===== src/verilog/pressure_consts.svh =====
// Register map, field positions, widths, limits and timing for the sequencer.
// Assumes a 25 MHz core clock and a 32-bit AXI4-Lite register bus.
`ifndef PRESSURE_CONSTS_SVH
`define PRESSURE_CONSTS_SVH

// Register byte addresses
`define ADDR_WIDTH 8
`define ADDR_MEASURE_CONTROL 8'h00
`define ADDR_OVERSAMPLING 8'h04
`define ADDR_FILTER_CONFIG 8'h08
`define ADDR_RATE_SELECT 8'h0C
`define ADDR_STATUS 8'h10
`define ADDR_TEMP_RESULT 8'h14
`define ADDR_PRESS_RESULT 8'h18
`define ADDR_SOFT_RESET 8'h1C

// Measure control fields
`define PRESS_EN_BIT 0
`define TEMP_EN_BIT 1
`define MODE_LSB 4
`define MODE_MSB 5

// Oversampling fields
`define OSR_P_LSB 0
`define OSR_P_MSB 2
`define OSR_T_LSB 3
`define OSR_T_MSB 5
`define OSR_MAX_CODE 3'h5

// Status fields
`define STAT_RESET_BIT 0
`define STAT_BUSY_BIT 1
`define STAT_PENDING_BIT 2

// Widths and limits
`define DATA_WIDTH 21
`define LOW_PAD 3
`define COEFF_WIDTH 7
`define ODR_WIDTH 5
`define ODR_MAX 5'h11
`define PERIOD_WIDTH 40
`define SOFT_RESET_BIT 0

// Bus answers
`define RESP_OKAY 2'h0
`define RESP_SLVERR 2'h2

// Timing: base sampling rate and clock
`define CLK_HZ 25000000
`define BASE_RATE_HZ 200
`define BASE_PERIOD_CYCLES (`CLK_HZ / `BASE_RATE_HZ)

`endif


===== src/verilog/pressure_pkg.sv =====
// Types shared by the pressure measurement sequencer.
// Assumes pressure_consts.svh sits on the include path.
`include "pressure_consts.svh"

package pressure_pkg;

  typedef enum logic [1:0] {
    MODE_SLEEP = 2'b00,
    MODE_FORCED = 2'b01,
    MODE_NORMAL = 2'b11
  } power_mode_t;

  typedef enum logic [2:0] {
    SEQ_IDLE = 3'b000,
    SEQ_TEMP_START = 3'b001,
    SEQ_TEMP_WAIT = 3'b010,
    SEQ_PRESS_START = 3'b011,
    SEQ_PRESS_WAIT = 3'b100,
    SEQ_FILTER = 3'b101,
    SEQ_STANDBY = 3'b110
  } seq_state_t;

  // Conversion request toward the converter front end
  typedef struct packed {
    logic start;
    logic channel_press;
    logic [2:0] osr;
  } conv_req_t;

  typedef struct packed {
    logic awready;
    logic wready;
    logic bvalid;
    logic [1:0] bresp;
    logic aw_held;
    logic w_held;
    logic [`ADDR_WIDTH-1:0] waddr;
    logic [7:0] wdata;
    logic wlane0;
    logic arready;
    logic rvalid;
    logic [1:0] rresp;
    logic [31:0] rdata;
  } axi_state_t;

  typedef struct packed {
    logic press_en;
    logic temp_en;
    power_mode_t mode;
    power_mode_t pending_mode;
    logic pending;
    logic [5:0] osr;
    logic [`COEFF_WIDTH-1:0] coeff;
    logic [`ODR_WIDTH-1:0] odr_sel;
    logic reset_flag;
    seq_state_t seq;
    logic [`PERIOD_WIDTH-1:0] period_cnt;
    logic [`DATA_WIDTH-1:0] temp_raw;
    logic [`DATA_WIDTH-1:0] press_raw;
    logic [`DATA_WIDTH-1:0] temp_res;
    logic [`DATA_WIDTH-1:0] press_res;
    logic temp_new;
    logic press_new;
    logic temp_seeded;
    logic press_seeded;
    conv_req_t conv;
  } core_state_t;

  typedef struct packed {
    axi_state_t axi;
    core_state_t core;
  } state_t;

endpackage : pressure_pkg


===== src/verilog/pressure_measure_sequencer.sv =====
// Measurement sequencer of a barometric sensor core with AXI4-Lite registers.
// Assumes a converter front end on the same clock that answers conv_start
// with one conv_done pulse carrying a 21-bit raw sample.
//
// The AXI4-Lite interface to the registers and the address map were chosen for this implementation.
`timescale 1ns/10ps
`include "pressure_consts.svh"

// Function
// RQ1 - Mode code 00 sleep, 01 or 10 forced, 11 normal.
// RQ2 - After reset sleep; no conversions, registers stay accessible.
// RQ3 - Reset returns logic state and all registers to defaults.
// RQ4 - Reset-detected flag set on reset completion, cleared when host reads it.
// RQ5 - Forced mode runs one measurement, updates results, returns to sleep.
// RQ6 - Host must rewrite forced mode for each further single result.
// RQ7 - Normal mode cycles measure and standby; period is prescaler over 200 Hz.
// RQ8 - Normal mode refreshes result registers every period without host writes.
// RQ9 - Mode change during a measurement waits until that period ends.
// RQ10 - Writes during a pending change, and illegal transitions, are ignored; code drops only the mode request, enable bits still update.
// RQ11 - Period runs enabled conversions, then the optional smoothing filter.
// RQ12 - Control bit 0 enables the pressure conversion.
// RQ13 - Control bit 1 enables the temperature conversion.
// RQ14 - Pressure oversampling code bits 2:0, 1 to 32 samples, 16 to 21 bits.
// RQ15 - Temperature oversampling bits 5:3, 1 to 32 samples, up to 21 bits.
// RQ16 - Host should pair low temperature oversampling with pressure setting.
// RQ17 - Filter output is (old times coefficient plus new) over coefficient plus one.
// RQ18 - Coefficient 0 disables filtering, maximum 127.
// RQ19 - Coefficient write clears filter; next result passes and seeds it.
// RQ20 - Filter cleared on enable falling and on sleep to normal.
// RQ21 - Re-enabled channel's first result bypasses filter and seeds history.
// RQ22 - Skipped channel keeps old result; temperature converts before pressure.
module pressure_measure_sequencer #(
  parameter int BASE_PERIOD_CYCLES = `BASE_PERIOD_CYCLES
) (
  input wire logic aclk,
  input wire logic aresetn,
  input wire logic [`ADDR_WIDTH-1:0] awaddr,
  input wire logic awvalid,
  output logic awready,
  input wire logic [31:0] wdata,
  input wire logic [3:0] wstrb,
  input wire logic wvalid,
  output logic wready,
  output logic [1:0] bresp,
  output logic bvalid,
  input wire logic bready,
  input wire logic [`ADDR_WIDTH-1:0] araddr,
  input wire logic arvalid,
  output logic arready,
  output logic [31:0] rdata,
  output logic [1:0] rresp,
  output logic rvalid,
  input wire logic rready,
  output pressure_pkg::conv_req_t conv_req,
  input wire logic conv_done,
  input wire logic [`DATA_WIDTH-1:0] conv_data
);

  // A period longer than the counter or a zero base cannot be served
  if (BASE_PERIOD_CYCLES < 1 || BASE_PERIOD_CYCLES > 32'h00FF_FFFF)
  begin : bad_base_period
    $error("BASE_PERIOD_CYCLES out of range");
  end

  pressure_pkg::state_t s;
  pressure_pkg::state_t next_s;

  // Keep only the resolution bits the oversampling code earns
  function automatic logic [`DATA_WIDTH-1:0] trim(
    input logic [`DATA_WIDTH-1:0] raw,
    input logic [2:0] code
  );
    logic [2:0] c;
    logic [`DATA_WIDTH-1:0] mask;
    c = (code > `OSR_MAX_CODE) ? `OSR_MAX_CODE : code;
    mask = {`DATA_WIDTH{1'b1}} << (3'(`OSR_MAX_CODE) - c); // RQ14 RQ15
    trim = raw & mask;
  endfunction : trim

  // Recursive smoothing step; divide kept combinational for a short path count
  function automatic logic [`DATA_WIDTH-1:0] smooth(
    input logic [`DATA_WIDTH-1:0] old,
    input logic [`DATA_WIDTH-1:0] fresh,
    input logic [`COEFF_WIDTH-1:0] coeff
  );
    logic [29:0] num;
    logic [29:0] den;
    num = 30'(old) * 30'(coeff) + 30'(fresh); // RQ17
    den = 30'(coeff) + 30'h0000_0001;
    smooth = `DATA_WIDTH'(num / den);
  endfunction : smooth

  // Mode code decode: both middle codes mean a single shot
  function automatic pressure_pkg::power_mode_t decode_mode(input logic [1:0] code);
    case (code)
      2'b00: decode_mode = pressure_pkg::MODE_SLEEP; // RQ1
      2'b11: decode_mode = pressure_pkg::MODE_NORMAL; // RQ1
      default: decode_mode = pressure_pkg::MODE_FORCED; // RQ1
    endcase
  endfunction : decode_mode

  // Legal moves go through sleep; forced and normal never switch directly
  function automatic logic mode_legal(
    input pressure_pkg::power_mode_t cur,
    input pressure_pkg::power_mode_t req
  );
    mode_legal = (cur != req) &&
                 (cur == pressure_pkg::MODE_SLEEP || req == pressure_pkg::MODE_SLEEP);
  endfunction : mode_legal

  logic [`PERIOD_WIDTH-1:0] period_limit;
  logic [`ODR_WIDTH-1:0] odr_eff;
  logic measuring;
  logic [31:0] read_word;
  logic read_ok;

  // Sampling period: base period times two to the rate code, rate code capped at ODR_MAX
  assign odr_eff = (s.core.odr_sel > `ODR_MAX) ? `ODR_MAX : s.core.odr_sel;
  assign period_limit = `PERIOD_WIDTH'(BASE_PERIOD_CYCLES) << odr_eff; // RQ7
  assign measuring = (s.core.seq != pressure_pkg::SEQ_IDLE) &&
                     (s.core.seq != pressure_pkg::SEQ_STANDBY);

  // Read decode; unmapped addresses answer with an error
  always_comb
  begin
    read_word = 32'h0000_0000;
    read_ok = 1'b1;
    case (araddr)
      `ADDR_MEASURE_CONTROL:
      begin
        read_word[`PRESS_EN_BIT] = s.core.press_en;
        read_word[`TEMP_EN_BIT] = s.core.temp_en;
        read_word[`MODE_MSB:`MODE_LSB] = s.core.mode;
      end
      `ADDR_OVERSAMPLING: read_word[5:0] = s.core.osr;
      `ADDR_FILTER_CONFIG: read_word[`COEFF_WIDTH-1:0] = s.core.coeff;
      `ADDR_RATE_SELECT: read_word[`ODR_WIDTH-1:0] = s.core.odr_sel;
      `ADDR_STATUS:
      begin
        read_word[`STAT_RESET_BIT] = s.core.reset_flag;
        read_word[`STAT_BUSY_BIT] = measuring;
        read_word[`STAT_PENDING_BIT] = s.core.pending;
      end
      // Low byte carries the extra oversampling bits
      `ADDR_TEMP_RESULT: read_word[23:0] = {s.core.temp_res, {`LOW_PAD{1'b0}}}; // RQ15
      `ADDR_PRESS_RESULT: read_word[23:0] = {s.core.press_res, {`LOW_PAD{1'b0}}};
      `ADDR_SOFT_RESET: read_word = 32'h0000_0000;
      default: read_ok = 1'b0;
    endcase
  end

  // All next-state logic
  always_comb
  begin
    logic [7:0] wd;
    logic soft_reset;
    logic apply_normal;
    pressure_pkg::power_mode_t req;
    wd = s.axi.wdata;
    soft_reset = 1'b0;
    apply_normal = 1'b0;
    req = pressure_pkg::MODE_SLEEP;
    next_s = s;
    next_s.core.conv.start = 1'b0;

    // Period counter runs from each measurement start in normal mode
    if (s.core.seq != pressure_pkg::SEQ_IDLE)
    begin
      next_s.core.period_cnt = s.core.period_cnt + `PERIOD_WIDTH'(1);
    end

    // Measurement sequence
    case (s.core.seq)
      pressure_pkg::SEQ_IDLE:
      begin
        // Sleep performs no conversions
        if (s.core.mode != pressure_pkg::MODE_SLEEP) // RQ2
        begin
          next_s.core.seq = pressure_pkg::SEQ_TEMP_START;
          next_s.core.period_cnt = '0;
        end
      end
      pressure_pkg::SEQ_TEMP_START:
      begin
        // Temperature first; a disabled channel is skipped and keeps its result
        if (s.core.temp_en) // RQ13 RQ22
        begin
          next_s.core.conv.start = 1'b1;
          next_s.core.conv.channel_press = 1'b0;
          next_s.core.conv.osr = s.core.osr[`OSR_T_MSB:`OSR_T_LSB];
          next_s.core.seq = pressure_pkg::SEQ_TEMP_WAIT;
        end
        else
        begin
          next_s.core.seq = pressure_pkg::SEQ_PRESS_START;
        end
      end
      pressure_pkg::SEQ_TEMP_WAIT:
      begin
        if (conv_done)
        begin
          next_s.core.temp_raw = trim(conv_data, s.core.osr[`OSR_T_MSB:`OSR_T_LSB]); // RQ15
          next_s.core.temp_new = 1'b1;
          next_s.core.seq = pressure_pkg::SEQ_PRESS_START;
        end
      end
      pressure_pkg::SEQ_PRESS_START:
      begin
        if (s.core.press_en) // RQ12 RQ22
        begin
          next_s.core.conv.start = 1'b1;
          next_s.core.conv.channel_press = 1'b1;
          next_s.core.conv.osr = s.core.osr[`OSR_P_MSB:`OSR_P_LSB];
          next_s.core.seq = pressure_pkg::SEQ_PRESS_WAIT;
        end
        else
        begin
          next_s.core.seq = pressure_pkg::SEQ_FILTER;
        end
      end
      pressure_pkg::SEQ_PRESS_WAIT:
      begin
        if (conv_done)
        begin
          next_s.core.press_raw = trim(conv_data, s.core.osr[`OSR_P_MSB:`OSR_P_LSB]); // RQ14
          next_s.core.press_new = 1'b1;
          next_s.core.seq = pressure_pkg::SEQ_FILTER;
        end
      end
      pressure_pkg::SEQ_FILTER:
      begin
        // Unseeded or disabled filter passes the sample and seeds history
        if (s.core.temp_new) // RQ11
        begin
          next_s.core.temp_res = (s.core.coeff == '0 || !s.core.temp_seeded) ?
              s.core.temp_raw : smooth(s.core.temp_res, s.core.temp_raw, s.core.coeff); // RQ18 RQ21
          next_s.core.temp_seeded = 1'b1;
          next_s.core.temp_new = 1'b0;
        end
        if (s.core.press_new) // RQ11
        begin
          next_s.core.press_res = (s.core.coeff == '0 || !s.core.press_seeded) ?
              s.core.press_raw : smooth(s.core.press_res, s.core.press_raw, s.core.coeff); // RQ18 RQ21
          next_s.core.press_seeded = 1'b1;
          next_s.core.press_new = 1'b0;
        end
        // Period end: a held mode change takes effect now
        if (s.core.pending) // RQ9
        begin
          next_s.core.mode = s.core.pending_mode;
          next_s.core.pending = 1'b0;
          next_s.core.seq = (s.core.pending_mode == pressure_pkg::MODE_NORMAL) ?
              pressure_pkg::SEQ_STANDBY : pressure_pkg::SEQ_IDLE;
        end
        else if (s.core.mode == pressure_pkg::MODE_FORCED)
        begin
          next_s.core.mode = pressure_pkg::MODE_SLEEP; // RQ5
          next_s.core.seq = pressure_pkg::SEQ_IDLE;
        end
        else
        begin
          next_s.core.seq = pressure_pkg::SEQ_STANDBY; // RQ7
        end
      end
      pressure_pkg::SEQ_STANDBY:
      begin
        // Next period starts on schedule; results keep refreshing
        if (s.core.period_cnt >= period_limit - `PERIOD_WIDTH'(1)) // RQ7 RQ8
        begin
          next_s.core.seq = pressure_pkg::SEQ_TEMP_START;
          next_s.core.period_cnt = '0;
        end
      end
      default: next_s.core.seq = pressure_pkg::SEQ_IDLE;
    endcase

    // Write channel capture; address and data may come in either order
    if (s.axi.awready && awvalid)
    begin
      next_s.axi.aw_held = 1'b1;
      next_s.axi.waddr = awaddr;
    end
    if (s.axi.wready && wvalid)
    begin
      next_s.axi.w_held = 1'b1;
      next_s.axi.wdata = wdata[7:0];
      next_s.axi.wlane0 = wstrb[0];
    end
    if (s.axi.bvalid && bready)
    begin
      next_s.axi.bvalid = 1'b0;
    end

    // Register write once both halves are held
    if (s.axi.aw_held && s.axi.w_held && !s.axi.bvalid)
    begin
      next_s.axi.aw_held = 1'b0;
      next_s.axi.w_held = 1'b0;
      next_s.axi.bvalid = 1'b1;
      next_s.axi.bresp = `RESP_OKAY;
      case (s.axi.waddr)
        `ADDR_MEASURE_CONTROL:
        begin
          if (s.axi.wlane0)
          begin
            next_s.core.press_en = wd[`PRESS_EN_BIT];
            next_s.core.temp_en = wd[`TEMP_EN_BIT];
            // Any enable falling clears both histories
            if ((s.core.press_en && !wd[`PRESS_EN_BIT]) ||
                (s.core.temp_en && !wd[`TEMP_EN_BIT])) // RQ20
            begin
              next_s.core.press_seeded = 1'b0;
              next_s.core.temp_seeded = 1'b0;
            end
            // A channel switched on starts a fresh history
            if (!s.core.press_en && wd[`PRESS_EN_BIT])
            begin
              next_s.core.press_seeded = 1'b0; // RQ21
            end
            if (!s.core.temp_en && wd[`TEMP_EN_BIT])
            begin
              next_s.core.temp_seeded = 1'b0; // RQ21
            end
            req = decode_mode(wd[`MODE_MSB:`MODE_LSB]); // RQ1
            // Held or illegal requests are dropped without an error answer
            if (!s.core.pending && mode_legal(s.core.mode, req)) // RQ10
            begin
              if (measuring) // RQ9
              begin
                next_s.core.pending = 1'b1;
                next_s.core.pending_mode = req;
              end
              else
              begin
                next_s.core.mode = req;
                apply_normal = (req == pressure_pkg::MODE_NORMAL);
                if (req == pressure_pkg::MODE_SLEEP)
                begin
                  next_s.core.seq = pressure_pkg::SEQ_IDLE;
                end
              end
            end
          end
        end
        `ADDR_OVERSAMPLING:
        begin
          if (s.axi.wlane0)
          begin
            next_s.core.osr = wd[5:0];
          end
        end
        `ADDR_FILTER_CONFIG:
        begin
          // Every coefficient write restarts both histories
          if (s.axi.wlane0) // RQ19
          begin
            next_s.core.coeff = wd[`COEFF_WIDTH-1:0]; // RQ18
            next_s.core.press_seeded = 1'b0; // RQ19
            next_s.core.temp_seeded = 1'b0; // RQ19
          end
        end
        `ADDR_RATE_SELECT:
        begin
          if (s.axi.wlane0)
          begin
            next_s.core.odr_sel = wd[`ODR_WIDTH-1:0];
          end
        end
        `ADDR_SOFT_RESET:
        begin
          soft_reset = s.axi.wlane0 && wd[`SOFT_RESET_BIT];
        end
        `ADDR_STATUS, `ADDR_TEMP_RESULT, `ADDR_PRESS_RESULT:
        begin
          // Read-only; the write is accepted and has no effect
        end
        default: next_s.axi.bresp = `RESP_SLVERR;
      endcase
    end

    // Sleep to normal restarts the filter from the first sample
    if (apply_normal) // RQ20
    begin
      next_s.core.press_seeded = 1'b0;
      next_s.core.temp_seeded = 1'b0;
    end

    // Read channel; the status read clears the reset-detected flag
    if (s.axi.rvalid && rready)
    begin
      next_s.axi.rvalid = 1'b0;
    end
    if (s.axi.arready && arvalid)
    begin
      next_s.axi.rvalid = 1'b1;
      next_s.axi.rdata = read_word;
      next_s.axi.rresp = read_ok ? `RESP_OKAY : `RESP_SLVERR;
      if (araddr == `ADDR_STATUS)
      begin
        next_s.core.reset_flag = 1'b0; // RQ4
      end
    end

    // Soft reset returns the core to defaults, flag set; it wins over a read clear
    if (soft_reset) // RQ3 RQ4
    begin
      next_s.core = '0;
      next_s.core.reset_flag = 1'b1;
    end

    // Readies drop while a transfer or its answer is outstanding
    next_s.axi.awready = !next_s.axi.aw_held && !next_s.axi.bvalid;
    next_s.axi.wready = !next_s.axi.w_held && !next_s.axi.bvalid;
    next_s.axi.arready = !next_s.axi.rvalid;
  end

  // State register; reset puts the core in sleep with the flag raised
  always_ff @(posedge aclk)
  begin
    if (!aresetn)
    begin
      s <= '0; // RQ2 RQ3
      s.core.reset_flag <= 1'b1; // RQ4
      s.axi.awready <= 1'b1;
      s.axi.wready <= 1'b1;
      s.axi.arready <= 1'b1;
    end
    else
    begin
      s <= next_s;
    end
  end

  // Outputs straight from the state flops
  assign awready = s.axi.awready;
  assign wready = s.axi.wready;
  assign bvalid = s.axi.bvalid;
  assign bresp = s.axi.bresp;
  assign arready = s.axi.arready;
  assign rvalid = s.axi.rvalid;
  assign rdata = s.axi.rdata;
  assign rresp = s.axi.rresp;
  assign conv_req = s.core.conv;

endmodule : pressure_measure_sequencer


===== config.mk =====
export PLATFORM = sky130hd
export DESIGN_NAME = pressure_measure_sequencer
export DESIGN_NICKNAME = d
export VERILOG_FILES = /design/src/verilog/pressure_pkg.sv /design/src/verilog/pressure_measure_sequencer.sv
export VERILOG_INCLUDE_DIRS = /design/src /design/src/verilog
export SDC_FILE = /design/constraint.sdc
export NUM_CORES = 2
export LEC_CHECK = 0
export ABC_AREA = 0
export BUFFER_PORTS_ARGS = -buffer_cell sky130_fd_sc_hd__buf_2
export CAP_MARGIN = 5
export CORE_UTILIZATION = 55
export DETAILED_ROUTE_END_ITERATION = 7
export PLACE_DENSITY = 0.71
export REMOVE_ABC_BUFFERS = 1
export SLEW_MARGIN = 20
export SYNTH_ARGS = -nofsm -noshare
export SYNTH_HDL_FRONTEND = slang
export SYNTH_SLANG_ARGS = --single-unit

===== constraint.sdc =====
create_clock -name aclk -period 92.4 [get_ports aclk]
set_input_delay 13.86 -clock aclk [delete_from_list [all_inputs] [get_ports aclk]]
set_output_delay 13.86 -clock aclk [all_outputs]
set_load 0.05 [all_outputs]

==> results.cfg <==
[finish]
drive_gt1_share_pct = 8.744
layout.cells.non_filler = 8966
final_nets = 8472
area_growth_pct = 4.922

[sta]
drv_slew = 0
worst_slack_ps = 6020
slew_headroom_pct = 28.21
fmax_mhz = 11.58
finalCritPeriodShare_pct = 93.49
fin_worst_skew_ps = 18.63
holdWs_ps = 456.6
layout_min_cycle_time_ps = 86380
setup_viol = 0
final_hold_viol_count = 0
worst_pin_slew_ps = 1077

[synth]
synth-seq-cells = 211
synth_edf_count = 0
synth_flop_cell = dfxtp_1
ys_top_cells_by_count = nand2_1, nor2_1, ha_1
synthMostInstantiatedCell = nand2_1
synth_cells = 7707
synthesis.area_um2 = 55800
synth.yosys.seq_area_share_pct = 7.570
yosysUniqueCellTypes = 137
synth-async-reset-ratio_pct = 0
synthTopCellsByArea = ha_1, fa_1, dfxtp_1, nand2_1, nor2_1
avgSynthCellArea_um2 = 7.240
yosysWarnings = 0
yosysTopAreaCell = ha_1
yosysTopAreaCellShare_pct = 12.89

[route]
drcViolationCount = 0
wl_per_cell_um = 17.81
vias_per_cell = 6.385
drtPass1Iterations = 6
drt_iter0_drc = 4669
ant_nets = 0
wl_um = 159700
via_count = 57250

[setup_path]
cpPeakStageDelay_ps = 620
path_buf_inv = 26
worst_path_most_repeated_cell = o21a_1
cpLargestDelayFamily = compound AO/OA/AOI/OAI gates
critical_path_class = flip-flop to flip-flop
crit_path_max_fanout = 41
crit_slowest_cell = o41ai_2
cp.arrival_ps = 86790
crit_required_ps = 92810
startpoint_type = flip-flop
cp-end-kind = flip-flop

[floorplan]
initial_utilization_pct = 55.64
row_count = 116
die_h_um = 320.5
die-width_um = 320.5
core_area_um2 = 100300
dieArea_um2 = 102700
io-pin-count = 127

[placement]
dp_cells = 8887
post-place-ws_ps = 1530
place_hpwl_um = 126900
gp_congestion = 0.9368
place.port_buffers = 88

[global_routing]
antenna_found_initial = 14
grt_pass1_wl_um = 265100
grt_remaining_overflow = 0
groute.usage.overall_pct = 30.13
grt_pass1_vias = 53340
grt_max_degree = 99

[clocking]
root_buffer = clkbuf_16
cts_buffers = 25
clockBufferDepth = 3
clk_latency_ps = 560
clkTransAtPathRegs_ps = 60
clock_sinks = 211
htree_levels = 1
cts_tree = done

[flow_run]
maxCapViolCount = 0

[outcome]
status = finished clean

[hold_path]
hp-class = flip-flop to flip-flop
-- logic make-up (layout without fill, tap and decap cells) --
kind of cell / count (synthesis) / in the layout / synth area share, %
fa+ha+maj: 813 / 813 / 21.29
simple gates: 3109 / 3109 / 28.06
other cells: 2 / 19 / 0.01346
mux: 199 / 199 / 3.902
compound gates: 2313 / 2313 / 28.79
xor+xnor: 311 / 311 / 4.881
buf+inv: 749 / 634 / 5.500
flops: 211 / 211 / 7.570
-- flip-flops by register name, indices dropped and copies added (netlist names) --
signal / flops
bresp: 1
rresp: 1
awready: 1
s: 175
bvalid: 1
rdata: 24
conv_req: 5
wready: 1
rvalid: 1
arready: 1
-- tightest hold or removal path, delay by kind of cell, from the launching register on --
family / cells / cell delay (ps)
compound gates: 1 / 50
simple gates: 1 / 50
flops: 1 / 310
-- cells in the final DEF (no fill, tap or decap), types with 30 or more instances in the layout --
| cell | count |
|---|---|
| xnor2_1 | 197 |
| a211oi_1 | 93 |
| o211a_1 | 30 |
| a21oi_1 | 527 |
| mux2_2 | 117 |
| or3_1 | 57 |
| ha_1 | 575 |
| dfxtp_1 | 204 |
| nor3b_1 | 66 |
| nor4_1 | 49 |
| nand3_1 | 162 |
| a31oi_1 | 79 |
| buf_2 | 88 |
| nor2b_1 | 64 |
| and2_1 | 226 |
| o21a_1 | 319 |
| nand4_1 | 86 |
| nor2_1 | 715 |
| and3_1 | 88 |
| a21o_1 | 109 |
| nand2_1 | 847 |
| or2_2 | 62 |
| nand2b_1 | 82 |
| buf_4 | 86 |
| o31ai_1 | 154 |
| xor2_1 | 110 |
| a221oi_1 | 30 |
| fa_1 | 230 |
| nor3_1 | 366 |
| a21boi_0 | 37 |
| mux2i_1 | 75 |
| o21ai_0 | 309 |
| inv_1 | 403 |
| o211ai_1 | 88 |
| o21ai_1 | 46 |
-- worst paths after layout --
| path | start | slack [ps] | to | cells past startpoint |
|---|---|---|---|---|
| worst min register to register | conv_req[0]$_SDFFE_PP0P_ | 460 | conv_req[0]$_SDFFE_PP0P_ | 2 |
| worst max register to register | s[145]$_SDFFE_PP0P_ | 6020 | s[30]$_SDFFE_PP0P_ | 383 |
| worst min-delay path | conv_req[0]$_SDFFE_PP0P_ | 460 | conv_req[0]$_SDFFE_PP0P_ | 2 |
| worst max-delay path | s[145]$_SDFFE_PP0P_ | 6020 | s[30]$_SDFFE_PP0P_ | 383 |
-- metal layers --
metal | global-route usage [%] | wire [µm]
met4 | 6.954 | 3485
met1 | 40.87 | 73350
met5 | 0 | 110
met2 | 50.79 | 73130
met3 | 3.448 | 9593
-- area by class of cell --
cell class / instances / area, µm²
inverter: 408 / 1531
clock inverter: 13 / 143.9
multi-input combinational: 6760 / 49050
timing repair buffer: 180 / 1162
sequential: 211 / 4248
tap: 1357 / 1698
clock buffer: 33 / 706.9
antenna: 4 / 10.01
fill: 9432 / 41740
-- stage by stage --
step	util [%]	instance area (µm²)	setup TNS, ps
floorplan	-	54310	0
global placement	56.86	57030	0
detailed placement	56.86	57030	0
CTS	57.71	57880	0
global route	58.37	58540	-380.8
finish	58.38	58550	0
-- what timing repair did --
item | CTS | global route
setup endpoints to repair | 0 | 6
resized for setup | 0 | 95
buffers inserted | 0 | 29
hold buffers | 0 | 0
Power is left out: the tool's default activity adds up to more than one toggle a clock period on the data nets, which glitch-free logic cannot reach.
